--- src/protector_pkg.sv ---
package protector_pkg;
    // register indices and byte addresses (index times four)
    localparam logic [7:0] idx_uv_config_one = 8'h04;
    localparam logic [7:0] idx_uv_config_two = 8'h05;
    localparam logic [7:0] idx_discharge_overcurrent_delay = 8'h06;
    localparam logic [7:0] addr_uv_config_one = {idx_uv_config_one[5:0], 2'b00};
    localparam logic [7:0] addr_uv_config_two = {idx_uv_config_two[5:0], 2'b00};
    localparam logic [7:0] addr_discharge_overcurrent_delay = {idx_discharge_overcurrent_delay[5:0], 2'b00};
    localparam logic [7:0] addr_pack_config = 8'h20;
    localparam logic [7:0] addr_event_status = 8'h24;
    localparam logic [7:0] addr_event_clear = 8'h28;
    localparam logic [7:0] addr_event_enable = 8'h2c;
    localparam logic [7:0] addr_live_state = 8'h30;

    typedef struct packed {
        logic hysteresis_inhibit;
        logic [2:0] unused;
        logic [3:0] trip_select;
    } uv_config_one_type;

    typedef struct packed {
        logic recovery_load_gate;
        logic shutdown_on_persist;
        logic [1:0] hysteresis_select;
        logic unused;
        logic [2:0] delay_select;
    } uv_config_two_type;

    typedef struct packed {
        logic shutdown;
        logic ocd_fault;
        logic uv_recovered;
        logic uv_fault;
    } event_type;

    localparam logic [7:0] uv_config_one_reset = 8'h00;
    localparam logic [7:0] uv_config_two_reset = 8'h00;
    localparam logic [7:0] discharge_overcurrent_delay_reset = 8'h00;
    localparam logic [2:0] pack_config_reset = 3'h2;

    // voltages in units of 0.1 V
    localparam logic [5:0] trip_base_dv = 6'h0e;
    localparam logic [5:0] hyst_step_dv = 6'h04;
    localparam logic [5:0] recovery_clamp_dv = 6'h23;

    // cell count select: 2 gives 8 cells down to 6 giving 4
    localparam int unsigned max_cells = 8;
    localparam logic [2:0] pack_code_first = 3'h2;
    localparam logic [2:0] pack_code_last = 3'h6;
    localparam logic [3:0] pack_count_base = 4'ha;

    // timebase and delays
    localparam int unsigned clk_mhz = 100;
    localparam int unsigned tick_period_us = 10000;
    localparam int unsigned tick_ms = tick_period_us / 1000;
    localparam int unsigned timer_width = 12;
    localparam logic [2:0] uv_delay_off = 3'h7;
    localparam int unsigned uv_delay_base_ms = 500;
    localparam int unsigned uv_delay_base_ticks = uv_delay_base_ms / tick_ms;
    localparam int unsigned persist_ms = 8000;
    localparam int unsigned persist_ticks = persist_ms / tick_ms + 1;
    localparam logic [4:0] ocd_fine_last = 5'h0e;
    localparam logic [4:0] ocd_knee_code = 5'h0f;
    localparam logic [4:0] ocd_coarse_first = 5'h10;
    localparam int unsigned ocd_fine_step_ms = 20;
    localparam int unsigned ocd_knee_ms = 400;
    localparam int unsigned ocd_coarse_base_ms = 500;
    localparam int unsigned ocd_coarse_step_ms = 100;
    localparam int unsigned ocd_fine_ticks = ocd_fine_step_ms / tick_ms;
    localparam int unsigned ocd_knee_ticks = ocd_knee_ms / tick_ms;
    localparam int unsigned ocd_coarse_base_ticks = ocd_coarse_base_ms / tick_ms;
    localparam int unsigned ocd_coarse_ticks = ocd_coarse_step_ms / tick_ms;
endpackage

--- src/delay_timer.sv ---
`timescale 1ns/1ps
`default_nettype none
module delay_timer
    import protector_pkg::*;
#(
    parameter int unsigned width = timer_width
) (
    // clock and reset
    input wire logic pclk,
    input wire logic presetn,
    // timing
    input wire logic tick,
    input wire logic active,
    input wire logic [width-1:0] limit,
    // result
    output logic expired
);
    logic [width-1:0] count;
    wire logic [width-1:0] next_count;
    wire logic reach;

    if (width < 2) begin : g_bad_width
        $error("delay_timer width too small");
    end

    assign next_count = width'(count + 1'b1);
    assign reach = next_count >= limit;

    // a dropped condition restarts the count so glitches never accumulate
    always_ff @(posedge pclk or negedge presetn) begin
        if (!presetn) begin
            count <= '0;
            expired <= 1'b0;
        end else if (!active) begin
            count <= '0;
            expired <= 1'b0;
        end else if (tick && !expired) begin
            count <= next_count;
            expired <= reach;
        end
    end

    chk_timer_restart: assert property (@(posedge pclk) disable iff (!presetn)
        !active |=> (count == '0) && !expired)
        else $error("timer did not restart when condition dropped");
    chk_timer_expiry: assert property (@(posedge pclk) disable iff (!presetn)
        $rose(expired) |-> count == limit)
        else $error("timer expired at wrong count");
endmodule
`default_nettype wire

--- src/uv_protector.sv ---
// The APB register port was decided locally.
`timescale 1ns/1ps
`default_nettype none
module uv_protector
    import protector_pkg::*;
#(
    parameter int unsigned tick_cycles = tick_period_us * clk_mhz
) (
    // clock and reset
    input wire logic pclk,
    input wire logic presetn,
    // apb slave
    input wire logic psel,
    input wire logic penable,
    input wire logic pwrite,
    input wire logic [7:0] paddr,
    input wire logic [31:0] pwdata,
    output logic [31:0] prdata,
    output logic pready,
    output logic pslverr,
    // comparator results, one bit per cell, then charger, load and overcurrent inputs
    input wire logic [max_cells-1:0] cell_below_trip,
    input wire logic [max_cells-1:0] cell_below_recovery,
    input wire logic charger_present,
    input wire logic load_removed,
    input wire logic discharge_overcurrent,
    // comparator thresholds in 0.1 V units
    output logic [5:0] uv_trip_level,
    output logic [5:0] uv_recovery_level,
    // protection outputs
    output logic uv_fault,
    output logic ocd_fault,
    output logic charge_switch_drive,
    output logic shutdown_request,
    output logic irq
);
    typedef enum logic [2:0] {
        st_normal = 3'b001,
        st_uv_fault = 3'b010,
        st_shutdown = 3'b100
    } state_type;

    if (tick_cycles < 2) begin : g_bad_tick
        $error("tick_cycles must be at least 2");
    end

    state_type state, next_state;
    uv_config_one_type uv_config_one;
    uv_config_two_type uv_config_two;
    logic [4:0] discharge_overcurrent_delay;
    logic [2:0] pack_cell_count_select;
    event_type event_status, event_enable;
    logic [31:0] tick_count;
    logic tick;

    // apb decode
    wire logic access = psel && penable;
    wire logic wr_fire = access && pready && pwrite;
    wire logic hit_one = paddr == addr_uv_config_one;
    wire logic hit_two = paddr == addr_uv_config_two;
    wire logic hit_ocd = paddr == addr_discharge_overcurrent_delay;
    wire logic hit_pack = paddr == addr_pack_config;
    wire logic hit_status = paddr == addr_event_status;
    wire logic hit_clear = paddr == addr_event_clear;
    wire logic hit_enable = paddr == addr_event_enable;
    wire logic hit_live = paddr == addr_live_state;
    wire logic mapped = hit_one || hit_two || hit_ocd || hit_pack || hit_status
        || hit_clear || hit_enable || hit_live;
    wire logic [31:0] live_word = {28'h0, shutdown_request, charge_switch_drive,
        ocd_fault, uv_fault};
    wire logic [31:0] read_word =
        hit_one ? {24'h0, uv_config_one} :
        hit_two ? {24'h0, uv_config_two} :
        hit_ocd ? {27'h0, discharge_overcurrent_delay} :
        hit_pack ? {29'h0, pack_cell_count_select} :
        hit_status ? {28'h0, event_status} :
        hit_enable ? {28'h0, event_enable} :
        hit_live ? live_word : 32'h0;

    // one wait state so read data and error come straight from flops
    always_ff @(posedge pclk or negedge presetn) begin
        if (!presetn) begin
            pready <= 1'b0;
            prdata <= 32'h0;
            pslverr <= 1'b0;
        end else begin
            pready <= access && !pready;
            prdata <= (access && !pready && !pwrite) ? read_word : 32'h0;
            pslverr <= access && !pready && !mapped;
        end
    end

    always_ff @(posedge pclk or negedge presetn) begin
        if (!presetn) begin
            uv_config_one <= uv_config_one_reset;
            uv_config_two <= uv_config_two_reset;
            discharge_overcurrent_delay <= discharge_overcurrent_delay_reset[4:0];
            pack_cell_count_select <= pack_config_reset;
            event_enable <= '0;
        end else if (wr_fire) begin
            if (hit_one)
                uv_config_one <= pwdata[7:0];
            if (hit_two)
                uv_config_two <= pwdata[7:0];
            if (hit_ocd)
                discharge_overcurrent_delay <= pwdata[4:0];
            if (hit_pack)
                pack_cell_count_select <= pwdata[2:0];
            if (hit_enable)
                event_enable <= pwdata[3:0];
        end
    end

    // protection timebase
    wire logic tick_wrap = tick_count == 32'(tick_cycles - 1);
    always_ff @(posedge pclk or negedge presetn) begin
        if (!presetn) begin
            tick_count <= 32'h0;
            tick <= 1'b0;
        end else begin
            tick_count <= tick_wrap ? 32'h0 : 32'(tick_count + 1'b1);
            tick <= tick_wrap;
        end
    end

    // enabled cells; unusable count codes fall back to all cells
    wire logic pack_valid = pack_cell_count_select >= pack_code_first
        && pack_cell_count_select <= pack_code_last;
    wire logic [3:0] cell_count = pack_valid
        ? 4'(pack_count_base - {1'b0, pack_cell_count_select}) : 4'(max_cells);
    wire logic [max_cells-1:0] cell_mask = max_cells'((16'h1 << cell_count) - 16'h1);
    wire logic any_below_trip = |(cell_below_trip & cell_mask);
    wire logic any_below_recovery = |(cell_below_recovery & cell_mask);

    // thresholds; unused fields are read back over APB only
    wire logic [5:0] trip_dv = 6'(trip_base_dv + {2'b00, uv_config_one.trip_select});
    wire logic [5:0] hyst_dv = 6'(hyst_step_dv * ({4'h0, uv_config_two.hysteresis_select} + 6'h1));
    wire logic [6:0] sum_dv = 7'(trip_dv + hyst_dv);
    wire logic [5:0] clamped_dv = (sum_dv > {1'b0, recovery_clamp_dv})
        ? recovery_clamp_dv : sum_dv[5:0];
    wire logic [5:0] recovery_dv = uv_config_one.hysteresis_inhibit ? trip_dv : clamped_dv;

    always_ff @(posedge pclk or negedge presetn) begin
        if (!presetn) begin
            uv_trip_level <= trip_base_dv;
            uv_recovery_level <= trip_base_dv;
        end else begin
            uv_trip_level <= trip_dv;
            uv_recovery_level <= recovery_dv;
        end
    end

    // delay limits in timebase ticks
    wire logic [2:0] uv_code = uv_config_two.delay_select;
    wire logic [4:0] ocd_code = discharge_overcurrent_delay;
    wire logic [timer_width-1:0] uv_limit = timer_width'(uv_delay_base_ticks << uv_code);
    wire logic [timer_width-1:0] ocd_limit =
        (ocd_code <= ocd_fine_last) ? timer_width'((ocd_code + 1) * ocd_fine_ticks) :
        (ocd_code == ocd_knee_code) ? timer_width'(ocd_knee_ticks) :
        timer_width'(ocd_coarse_base_ticks
            + (ocd_code - ocd_coarse_first) * ocd_coarse_ticks);
    wire logic [timer_width-1:0] persist_limit = timer_width'(persist_ticks);

    wire logic uv_active = state == st_normal && any_below_trip && uv_code != uv_delay_off;
    wire logic persist_active = state == st_uv_fault && uv_config_two.shutdown_on_persist
        && any_below_recovery;
    wire logic uv_expired, persist_expired, ocd_expired;

    delay_timer #(.width(timer_width)) uv_timer (
        .pclk(pclk),
        .presetn(presetn),
        .tick(tick),
        .active(uv_active),
        .limit(uv_limit),
        .expired(uv_expired)
    );

    delay_timer #(.width(timer_width)) persist_timer (
        .pclk(pclk),
        .presetn(presetn),
        .tick(tick),
        .active(persist_active),
        .limit(persist_limit),
        .expired(persist_expired)
    );

    delay_timer #(.width(timer_width)) ocd_timer (
        .pclk(pclk),
        .presetn(presetn),
        .tick(tick),
        .active(discharge_overcurrent),
        .limit(ocd_limit),
        .expired(ocd_expired)
    );

    // recovery condition; load gate adds the load-removed term
    wire logic all_recovered = !any_below_recovery;
    wire logic recover_ok = all_recovered
        && (!uv_config_two.recovery_load_gate || load_removed);

    // shutdown is left only by reset; persist has priority over recovery
    always_comb begin
        next_state = state;
        case (state)
            st_normal: begin
                if (uv_expired && uv_code != uv_delay_off)
                    next_state = st_uv_fault;
            end
            st_uv_fault: begin
                // a stale expiry must not shut down once the persist bit is cleared
                if (persist_expired && uv_config_two.shutdown_on_persist)
                    next_state = st_shutdown;
                else if (recover_ok)
                    next_state = st_normal;
            end
            st_shutdown: begin
                next_state = st_shutdown;
            end
            default: begin
                next_state = st_normal;
            end
        endcase
    end

    // charging is allowed in the fault when a charger is present and no load gate holds it off
    wire logic next_charge = next_state == st_normal || (next_state == st_uv_fault
        && !uv_config_two.recovery_load_gate && charger_present);

    event_type new_events;
    assign new_events.uv_fault = state == st_normal && next_state == st_uv_fault;
    assign new_events.uv_recovered = state == st_uv_fault && next_state == st_normal;
    assign new_events.ocd_fault = ocd_expired && !ocd_fault;
    assign new_events.shutdown = state == st_uv_fault && next_state == st_shutdown;
    wire event_type clear_mask = (wr_fire && hit_clear) ? event_type'(pwdata[3:0]) : '0;
    // a new event wins over a clear written in the same cycle
    wire event_type next_status = (event_status & ~clear_mask) | new_events;

    always_ff @(posedge pclk or negedge presetn) begin
        if (!presetn) begin
            state <= st_normal;
            uv_fault <= 1'b0;
            ocd_fault <= 1'b0;
            charge_switch_drive <= 1'b1;
            shutdown_request <= 1'b0;
            event_status <= '0;
            irq <= 1'b0;
        end else begin
            state <= next_state;
            uv_fault <= next_state != st_normal;
            ocd_fault <= ocd_expired;
            charge_switch_drive <= next_charge;
            shutdown_request <= next_state == st_shutdown;
            event_status <= next_status;
            irq <= |(next_status & event_enable);
        end
    end

    chk_hyst_inhibit_level: assert property (@(posedge pclk) disable iff (!presetn)
        uv_config_one.hysteresis_inhibit && $stable(uv_config_one) |=>
            uv_recovery_level == uv_trip_level)
        else $error("inhibited hysteresis still applied");
    chk_trip_level_map: assert property (@(posedge pclk) disable iff (!presetn)
        1'b1 |=> uv_trip_level == 6'(trip_base_dv + $past(uv_config_one.trip_select)))
        else $error("trip level does not follow select");
    chk_recover_no_gate: assert property (@(posedge pclk) disable iff (!presetn)
        state == st_uv_fault && !uv_config_two.recovery_load_gate && all_recovered
            && !persist_expired |=> !uv_fault && charge_switch_drive)
        else $error("fault did not clear on recovery");
    chk_recover_load_gate: assert property (@(posedge pclk) disable iff (!presetn)
        state == st_uv_fault && uv_config_two.recovery_load_gate && !load_removed
            |=> uv_fault && !charge_switch_drive)
        else $error("fault cleared with load present");
    chk_no_persist_shutdown: assert property (@(posedge pclk) disable iff (!presetn)
        state == st_uv_fault && !uv_config_two.shutdown_on_persist |=> !shutdown_request)
        else $error("shutdown entered with persist bit clear");
    chk_persist_shutdown: assert property (@(posedge pclk) disable iff (!presetn)
        state == st_uv_fault && persist_expired && uv_config_two.shutdown_on_persist
            |=> shutdown_request ##1 shutdown_request)
        else $error("persisting undervoltage did not shut down");
    chk_recovery_sum: assert property (@(posedge pclk) disable iff (!presetn)
        !uv_config_one.hysteresis_inhibit && sum_dv <= 7'(recovery_clamp_dv)
            |-> recovery_dv == 6'(trip_dv + hyst_step_dv
                * ({4'h0, uv_config_two.hysteresis_select} + 6'h1)))
        else $error("recovery level not trip plus hysteresis");
    chk_recovery_clamp: assert property (@(posedge pclk) disable iff (!presetn)
        uv_recovery_level <= recovery_clamp_dv)
        else $error("recovery level above clamp");
    chk_uv_delay_off: assert property (@(posedge pclk) disable iff (!presetn)
        state == st_normal && uv_code == uv_delay_off |=> state == st_normal)
        else $error("undervoltage tripped with detection off");
    chk_ocd_knee: assert property (@(posedge pclk) disable iff (!presetn)
        ocd_code == ocd_knee_code |-> ocd_limit == timer_width'(ocd_knee_ticks))
        else $error("overcurrent knee delay wrong");
    chk_ocd_coarse: assert property (@(posedge pclk) disable iff (!presetn)
        ocd_code == ocd_coarse_first |-> ocd_limit == timer_width'(ocd_coarse_base_ticks))
        else $error("overcurrent coarse delay wrong");
    chk_masked_cells: assert property (@(posedge pclk) disable iff (!presetn)
        (cell_below_trip & cell_mask) == '0 |-> !uv_active)
        else $error("disabled cell started undervoltage timer");
    chk_tick_single: assert property (@(posedge pclk) disable iff (!presetn)
        tick |=> !tick)
        else $error("timebase tick longer than one cycle");
    chk_tick_phase: assert property (@(posedge pclk) disable iff (!presetn)
        tick |-> tick_count == 32'h0)
        else $error("timebase tick out of phase with its divider");
    chk_trip_range: assert property (@(posedge pclk) disable iff (!presetn)
        uv_trip_level >= trip_base_dv && uv_trip_level <= 6'(trip_base_dv + 6'h0f))
        else $error("trip level outside its sixteen steps");
    chk_rec_over_trip: assert property (@(posedge pclk) disable iff (!presetn)
        uv_recovery_level >= uv_trip_level)
        else $error("recovery level below trip level");
    chk_uv_delay_base: assert property (@(posedge pclk) disable iff (!presetn)
        uv_code == 3'h0 |-> uv_limit == timer_width'(uv_delay_base_ticks))
        else $error("undervoltage base delay wrong");
    chk_ocd_fine_base: assert property (@(posedge pclk) disable iff (!presetn)
        ocd_code == 5'h00 |-> ocd_limit == timer_width'(ocd_fine_ticks))
        else $error("overcurrent first delay wrong");
    chk_charger_at_once: assert property (@(posedge pclk) disable iff (!presetn)
        state == st_uv_fault && !uv_config_two.recovery_load_gate && charger_present
            && !persist_expired |=> charge_switch_drive)
        else $error("charger did not enable charge switch");
    chk_uv_hold: assert property (@(posedge pclk) disable iff (!presetn)
        state == st_uv_fault && any_below_recovery |=> uv_fault)
        else $error("fault cleared with a cell below recovery");
    chk_shutdown_sticky: assert property (@(posedge pclk) disable iff (!presetn)
        shutdown_request |=> shutdown_request)
        else $error("shutdown request dropped without reset");
    chk_shutdown_gate: assert property (@(posedge pclk) disable iff (!presetn)
        !shutdown_request && !uv_config_two.shutdown_on_persist |=> !shutdown_request)
        else $error("shutdown entered with persist bit clear");
    chk_ocd_release: assert property (@(posedge pclk) disable iff (!presetn)
        !discharge_overcurrent |-> ##2 !ocd_fault)
        else $error("overcurrent flag outlived its condition");

    cov_uv_trip: cover property (@(posedge pclk) disable iff (!presetn)
        new_events.uv_fault);
    cov_uv_recover: cover property (@(posedge pclk) disable iff (!presetn)
        new_events.uv_recovered);
    cov_shutdown: cover property (@(posedge pclk) disable iff (!presetn)
        new_events.shutdown);
    cov_ocd: cover property (@(posedge pclk) disable iff (!presetn)
        new_events.ocd_fault ##1 irq);
    cov_load_gate: cover property (@(posedge pclk) disable iff (!presetn)
        new_events.uv_recovered && uv_config_two.recovery_load_gate);
endmodule
`default_nettype wire

--- config.mk ---
export PLATFORM = sky130hd
export DESIGN_NAME = uv_protector
export DESIGN_NICKNAME = d
export VERILOG_FILES = /design/src/protector_pkg.sv /design/src/delay_timer.sv /design/src/uv_protector.sv
export SDC_FILE = /design/constraint.sdc
export NUM_CORES = 1
export LEC_CHECK = 0
export ABC_AREA = 1
export BUFFER_PORTS_ARGS = -buffer_cell sky130_fd_sc_hd__buf_4
export CORE_UTILIZATION = 53
export DETAILED_ROUTE_END_ITERATION = 16
export PLACE_DENSITY = 0.77
export SYNTH_ARGS = -nofsm -noshare
export SYNTH_HDL_FRONTEND = slang
export SYNTH_SLANG_ARGS = --single-unit
--- constraint.sdc ---
create_clock -name pclk -period 3.1 [get_ports pclk]
set_input_delay 0.155 -clock pclk [delete_from_list [all_inputs] [get_ports pclk]]
set_output_delay 0.155 -clock pclk [all_outputs]
set_load 0.01 [all_outputs]
# After elaboration in Yosys (flattened, before gate mapping)
# Cells that the tools add are included.
[totals]
regBits = 133
latch_bits = 0
ramBits = 0
mem_bits_ro = 0
in_bits = 64
word_cells = 167
memories = 0
[op_classes]
add_sub_neg = 12
mul = 1
n_div = 0
n_lt_le_gt_ge = 7
eq_ne = 21
shifts = 2
muxes = 31
bitwise_logic = 6
n_reduce_logical = 50
[ops]
columns = ["operator", "count"]
rows = [
  ["12-bit 2-to-1 mux", 8],
  ["8-bit by 6-bit == test with 1-bit output (second input constant)", 5],
  ["12-bit by 1-bit adder with 12-bit output (second input constant)", 3],
  ["32-bit by 1-bit adder with 32-bit output (second input constant)", 1],
  ["32-bit by 20-bit == test with 1-bit output (second input constant)", 1],
  ["32-bit by 3-bit multiplier with 11-bit output (second input constant)", 1],
  ["32-bit 2-to-1 mux", 1],
  ["8-bit by 5-bit == test with 1-bit output (second input constant)", 3],
  ["12-bit greater-or-equal comparator", 2],
  ["1-bit logical AND", 24],
  ["4-bit 2-to-1 mux", 6],
  ["8-bit 2-to-1 mux", 3],
  ["8-bit bitwise AND", 2],
  ["8-bit OR reduction", 2],
  ["6-bit by 12-bit adder with 12-bit output (first input constant)", 1],
  ["12-bit by 10-bit greater-or-equal comparator with 1-bit output (second input constant)", 1],
  ["6-bit 2-to-1 mux", 2],
  ["6-bit by 3-bit << shifter with 12-bit output (first input constant)", 1],
  ["2-bit AND reduction", 5],
  ["1-bit zero test", 9],
  ["1-bit logical OR", 9],
  ["3-bit 2-to-1 mux", 3],
  ["3-bit one-hot mux with 3 select lines", 1],
  ["4-bit bitwise AND", 2],
  ["25 further kinds", 34],
]

# Logic depth before layout (Yosys ltp)
[depth]
word_depth = 17
ltp_mapped = 21
mapped_depth_nobuf = 21

# By module
# From an unflattened synthesis, not the netlist that was laid out.
[unflattened]
cells_unflattened = 1172
hier_area_um2 = 8904.8
[modules_own_cells]
columns = ["mod", "n_inst", "cells_per_inst", "area_per_inst_um2", "seq_area_each_um2"]
rows = [
  ["uv_protector", 1, 716, 5699.2, 2363.5],
  ["delay_timer", 3, 152, 1068.5, 325.3],
]

# Worst setup path before layout
# No wires, ideal clock.
[synth_timing]
path_kind = "reg-to-reg"
startpoint = "register discharge_overcurrent_delay[4]"
endpoint = "register ocd_timer.expired"
arrival_time_ps = 2943
required_time_ps = 2971
slack_ps = 28
stages_incl_launch_ff = 19
synth_period_minus_slack_ps = 3072
path_cell_list = "dfrtp_1 > inv_1 > ha_1 > inv_1 > fa_1 > nor2_1 > o21ai_0 > inv_1 > nor2_1 > nor2_1 > nor2_1 > a21oi_1 > o21ai_0 > ha_1 > a21oi_1 > o21a_1 > nand3_1 > a31oi_1 > o22ai_1"
[synth_via]
elab_chain_cells = 8
[synth_lines]
columns = ["item", "line", "source"]
rows = [
  ["start: declaration", "uv_protector.sv:50", "logic [4:0] discharge_overcurrent_delay;"],
  ["start signal: assignment", "uv_protector.sv:97", "discharge_overcurrent_delay <= discharge_overcurrent_delay_reset[4:0];"],
  ["start signal: assignment", "uv_protector.sv:106", "discharge_overcurrent_delay <= pwdata[4:0];"],
  ["5-bit by 5-bit subtractor with 6-bit output", "uv_protector.sv:161", "+ (ocd_code - ocd_coarse_first) * ocd_coarse_ticks);"],
  ["32-bit by 3-bit multiplier with 11-bit output", "uv_protector.sv:161", ""],
  ["6-bit by 12-bit adder with 12-bit output", "uv_protector.sv:161", ""],
  ["12-bit 2-to-1 mux", "uv_protector.sv:159", "(ocd_code == ocd_knee_code) ? timer_width'(ocd_knee_ticks) :"],
  ["12-bit 2-to-1 mux (*)", "uv_protector.sv:158", "(ocd_code <= ocd_fine_last) ? timer_width'((ocd_code + 1) * ocd_fine_ticks) :"],
  ["12-bit greater-or-equal comparator (*)", "delay_timer.sv:27", "assign reach = next_count >= limit;"],
  ["1-bit 2-to-1 mux (*)", "delay_timer.sv:37", "end else if (tick && !expired) begin"],
  ["1-bit 2-to-1 mux (*)", "delay_timer.sv:34", "end else if (!active) begin"],
  ["end signal: assignment", "delay_timer.sv:39", "expired <= reach;"],
  ["end: declaration", "delay_timer.sv:16", "output logic expired"],
]
# Mark *: on every way between the ends. The rest lies on a longest branch, timed or not. The select of a mux whose other input is x is not followed.
# A chain may end at the register's enable or synchronous reset.

# Final worst setup path
[layout_timing]
startpoint = "register discharge_overcurrent_delay[3]"
endpoint = "register ocd_timer.expired"
# The elaborated chain is that of the path after synthesis.

==> run_results.csv <==
group,metric,value,unit
sta,slew-limit-headroom,49.5,%
setup_path,critPathMaxFanout,3,
run,cap_violations,0,
synth,synth_most_common_cell,"nand2_1",
synth,ys_ff_latch,133,
detailed_routing,routedWlPerCell,12.8,um
cts,root_buffer,"clkbuf_16",
pwr,power_density,394,nW/um^2
detailed_routing,postRouteAntennaNets,0,
placed_design,post-dp-hpwl,12800,um
finish,design_area,9650,sq um
worst_hold_path,hold_path_class,"in2reg",
setup_path,endpoint_kind,"register",
setup_path,worstPathCellList,"ha_1 > ha_2 > inv_2 > fa_2 > nor2_4 > o21ai_4 > nor2_4 > nor2_4 > buf_4 > buf_4 > a21oi_1 > o21ai_1 > ha_1 > a21oi_2 > o21a_1 > nand3_1 > a31oi_1 > o22ai_1",
synth,syn_area,8240,sq um
synth,synth_fa_ha_area_share,8.23,%
cts,clk_latency,0.42,ns
global_routing,antenna_found_initial,0,
setup_path,arrival,3.40,ns
detailed_routing,first_iter_violations,367,
global_routing,grt_max_degree,65,
synth,synthTopCellsByCount,"nand2_1 (240), inv_1 (155), dfrtp_1 (124)",
floorplan,die_y,127,um
detailed_routing,vias_per_cell,5.19,
global_routing,grt_pass1_wl,29200,um
synth,synthSimpleGateAreaFrac,24.8,%
synth,async_flop_share,100,%
sta,layout_min_cycle_time,3.11,ns
sta,final_max_slew_viol_count,0,
detailed_routing,drt_pre_antenna_iters,5,
floorplan,io_pins,115,
global_routing,overflow,0,
placed_design,gp_congestion,0.879,
synth,synthCells,1058,
detailed_routing,drc,0,
sta,worst_slack,-0.00681,ns
finish,n_antenna_cell,0,
finish,drive_gt1_share,15.2,%
cts,cts_tree,"done",
detailed_routing,wl,17400,um
floorplan,die_area,16100,sq um
setup_path,required,3.39,ns
setup_path,cp_slowest_stage_delay,0.39,ns
setup_path,cp-start-kind,"register",
cts,clk_path_buf_depth,2,
synth,avgSynthCellArea,7.79,sq um
synth,synthFlopType,"dfrtp_1",
floorplan,rows,45,
setup_path,crit_top_cell,"nor2_4",
setup_path,reg2reg_slack,-0.007,ns
floorplan,coreArea,15200,sq um
sta,hold_violations,0,
sta,clock-skew-final,0.00803,ns
floorplan,fp.dieW,127,um
cts,cts.reportedPaths.clkPinSlew,0.06,ns
setup_path,worst-setup-path-type,"reg2reg",
synth,synthTopCellsByArea,"dfrtp_1 (38%), nand2_1 (11%), ha_1 (7.7%)",
sta,holdWs,0.0126,ns
finish,fin_nets,1270,
status,violations,"negative setup slack",
pwr,ir_drop,529,uV
global_routing,grt_pass1_vias,6509,
finish,syn_to_final_growth,17.1,%
synth,synth_mux_area_share,0,%
placed_design,port_buffers,65,
pwr,fin_total_pwr,3.80,mW
cts,numCtsBuffers,17,
placed_design,placed_area,8920,sq um
pwr,power.leakage,4.86,nW
synth,synthXorXnorAreaFrac,5.10,%
synth,synth-seq-area-share,40.5,%
setup_path,cp_slowest_cell,"dfrtp_1",
synth,synth-edff-count,0,
floorplan,initial_core_util,54.2,%
global_routing,grt_util_all_layers,22.5,%
status,status,"complete, but fails checks",
sta,setup_violations,1,
synth,synth_compound_area_share,10.9,%
synth,netlist.area_leader.share,37.6,%
detailed_routing,vias,7030,
sta,max_clock_freq,322,MHz
sta,tightest_slew,0.738,ns
sta,fin_crit_sh,100,%
synth,synth_top_area_cell,"dfrtp_1",
synth,synth_top_family_by_area,"simple AND/OR/NAND/NOR gates",
sta,rsz0062_at_grt,"yes",
cts,htreeDepth,4,
synth,yosysWarningCount,0,
cts,clock-sinks,133,
synth,ys_types,51,
[power by group]
group          internal, mW  leakage, nW  total (mW)  switching, mW
clock                  1.11        0.267        1.89          0.780
combinational        0.0609         2.80       0.162          0.101
sequential             1.75         1.79        1.76        0.00639
[layer usage]
metal	global-route usage [%]	routed length, um	up-vias
li1	-	-	3584
met1	28.7	7930	3270
met2	38.3	8460	152
met3	4.43	725	24
met4	7.49	270	0
met5	0	0	-
[path summary, 6_finish.rpt]
path | start | depth (start not counted) | to
max | discharge_overcurrent_delay[3] | 18 | ocd_timer.expired
min | pwdata[7] | 3 | uv_config_one[7]
max reg2reg | discharge_overcurrent_delay[3] | 18 | ocd_timer.expired
min reg2reg | ocd_timer.expired | 0 | ocd_fault
max in group asynchronous | presetn | 3 | uv_trip_level[2]
min in group asynchronous | presetn | 2 | uv_recovery_level[5]
[worst max-delay path: cells and delay by family (launching register included)]
family,cells,cell delay (ns)
adders and majority gates,4,1.08
AOI/OAI and AO/OA,7,0.81
and+or+nand+nor,4,0.43
DFF,1,0.39
buffers and inverters,3,0.28
[state kept, by name (all words and copies together) (netlist names), 3 cells and up]
register / flops
tick_count: 32
uv_config_one: 8
uv_code: 3
uv_timer.count: 12
discharge_overcurrent_delay: 5
persist_timer.count: 12
uv_config_two: 5
prdata: 8
state: 3
event_status: 4
ocd_timer.count: 12
uv_trip_level: 5
pack_cell_count_select: 3
event_enable: 4
uv_recovery_level: 6
[repair_timing]
action,CTS,global route
resized for setup,4,34
endpoints found under the setup margin,1,1
hold buffers,3,0
hold endpoints to repair,33,0
setup buffers,1,4
pin swaps,5,22
cloned,0,0
[through the flow]
step / setup TNS, ns / setup slack, ns / cells / utilization (%)
after floorplan: 0 / 0.0277 / 1082 / -
after detailed placement: -0.0632 / -0.0632 / 1314 / 58.7
after CTS: 0 / 0.00495 / 1350 / 62.6
after global routing: -0.203 / -0.203 / 1354 / 63.5
after global placement: 0 / 0.0291 / 1314 / 58.7
final: -0.00681 / -0.00681 / 1354 / 63.5
[cells by family after synthesis]
logic type	count (synthesis)
other	1
adder cells (fa/ha/maj)	53
XOR/XNOR	48
AO/OA/AOI/OAI	156
AND/OR/NAND/NOR	472
buffers and inverters	195
flip-flops	133
[placed cells by master (no fill, tap or decap), drive strengths merged, types with 10 or more instances in the layout]
cell / instances
nand4: 13
inv: 160
xor2: 39
o21ai: 70
nand2: 246
ha: 51
clkinv: 11
dfrtp: 124
conb: 25
a21oi: 38
buf: 83
nor3: 27
nor4: 10
nor2: 103
clkbuf: 18
nand3: 64
[final cells by class]
cell class,instances,area (sq um)
Fill cell,1295,5550
Multi-Input combinational cell,754,4240
Sequential cell,133,3340
Timing Repair Buffer,86,669
Inverter,161,609
Clock buffer,18,429
Tap cell,188,235
Clock inverter,14,129
Power figures use the tool's default switching activity.
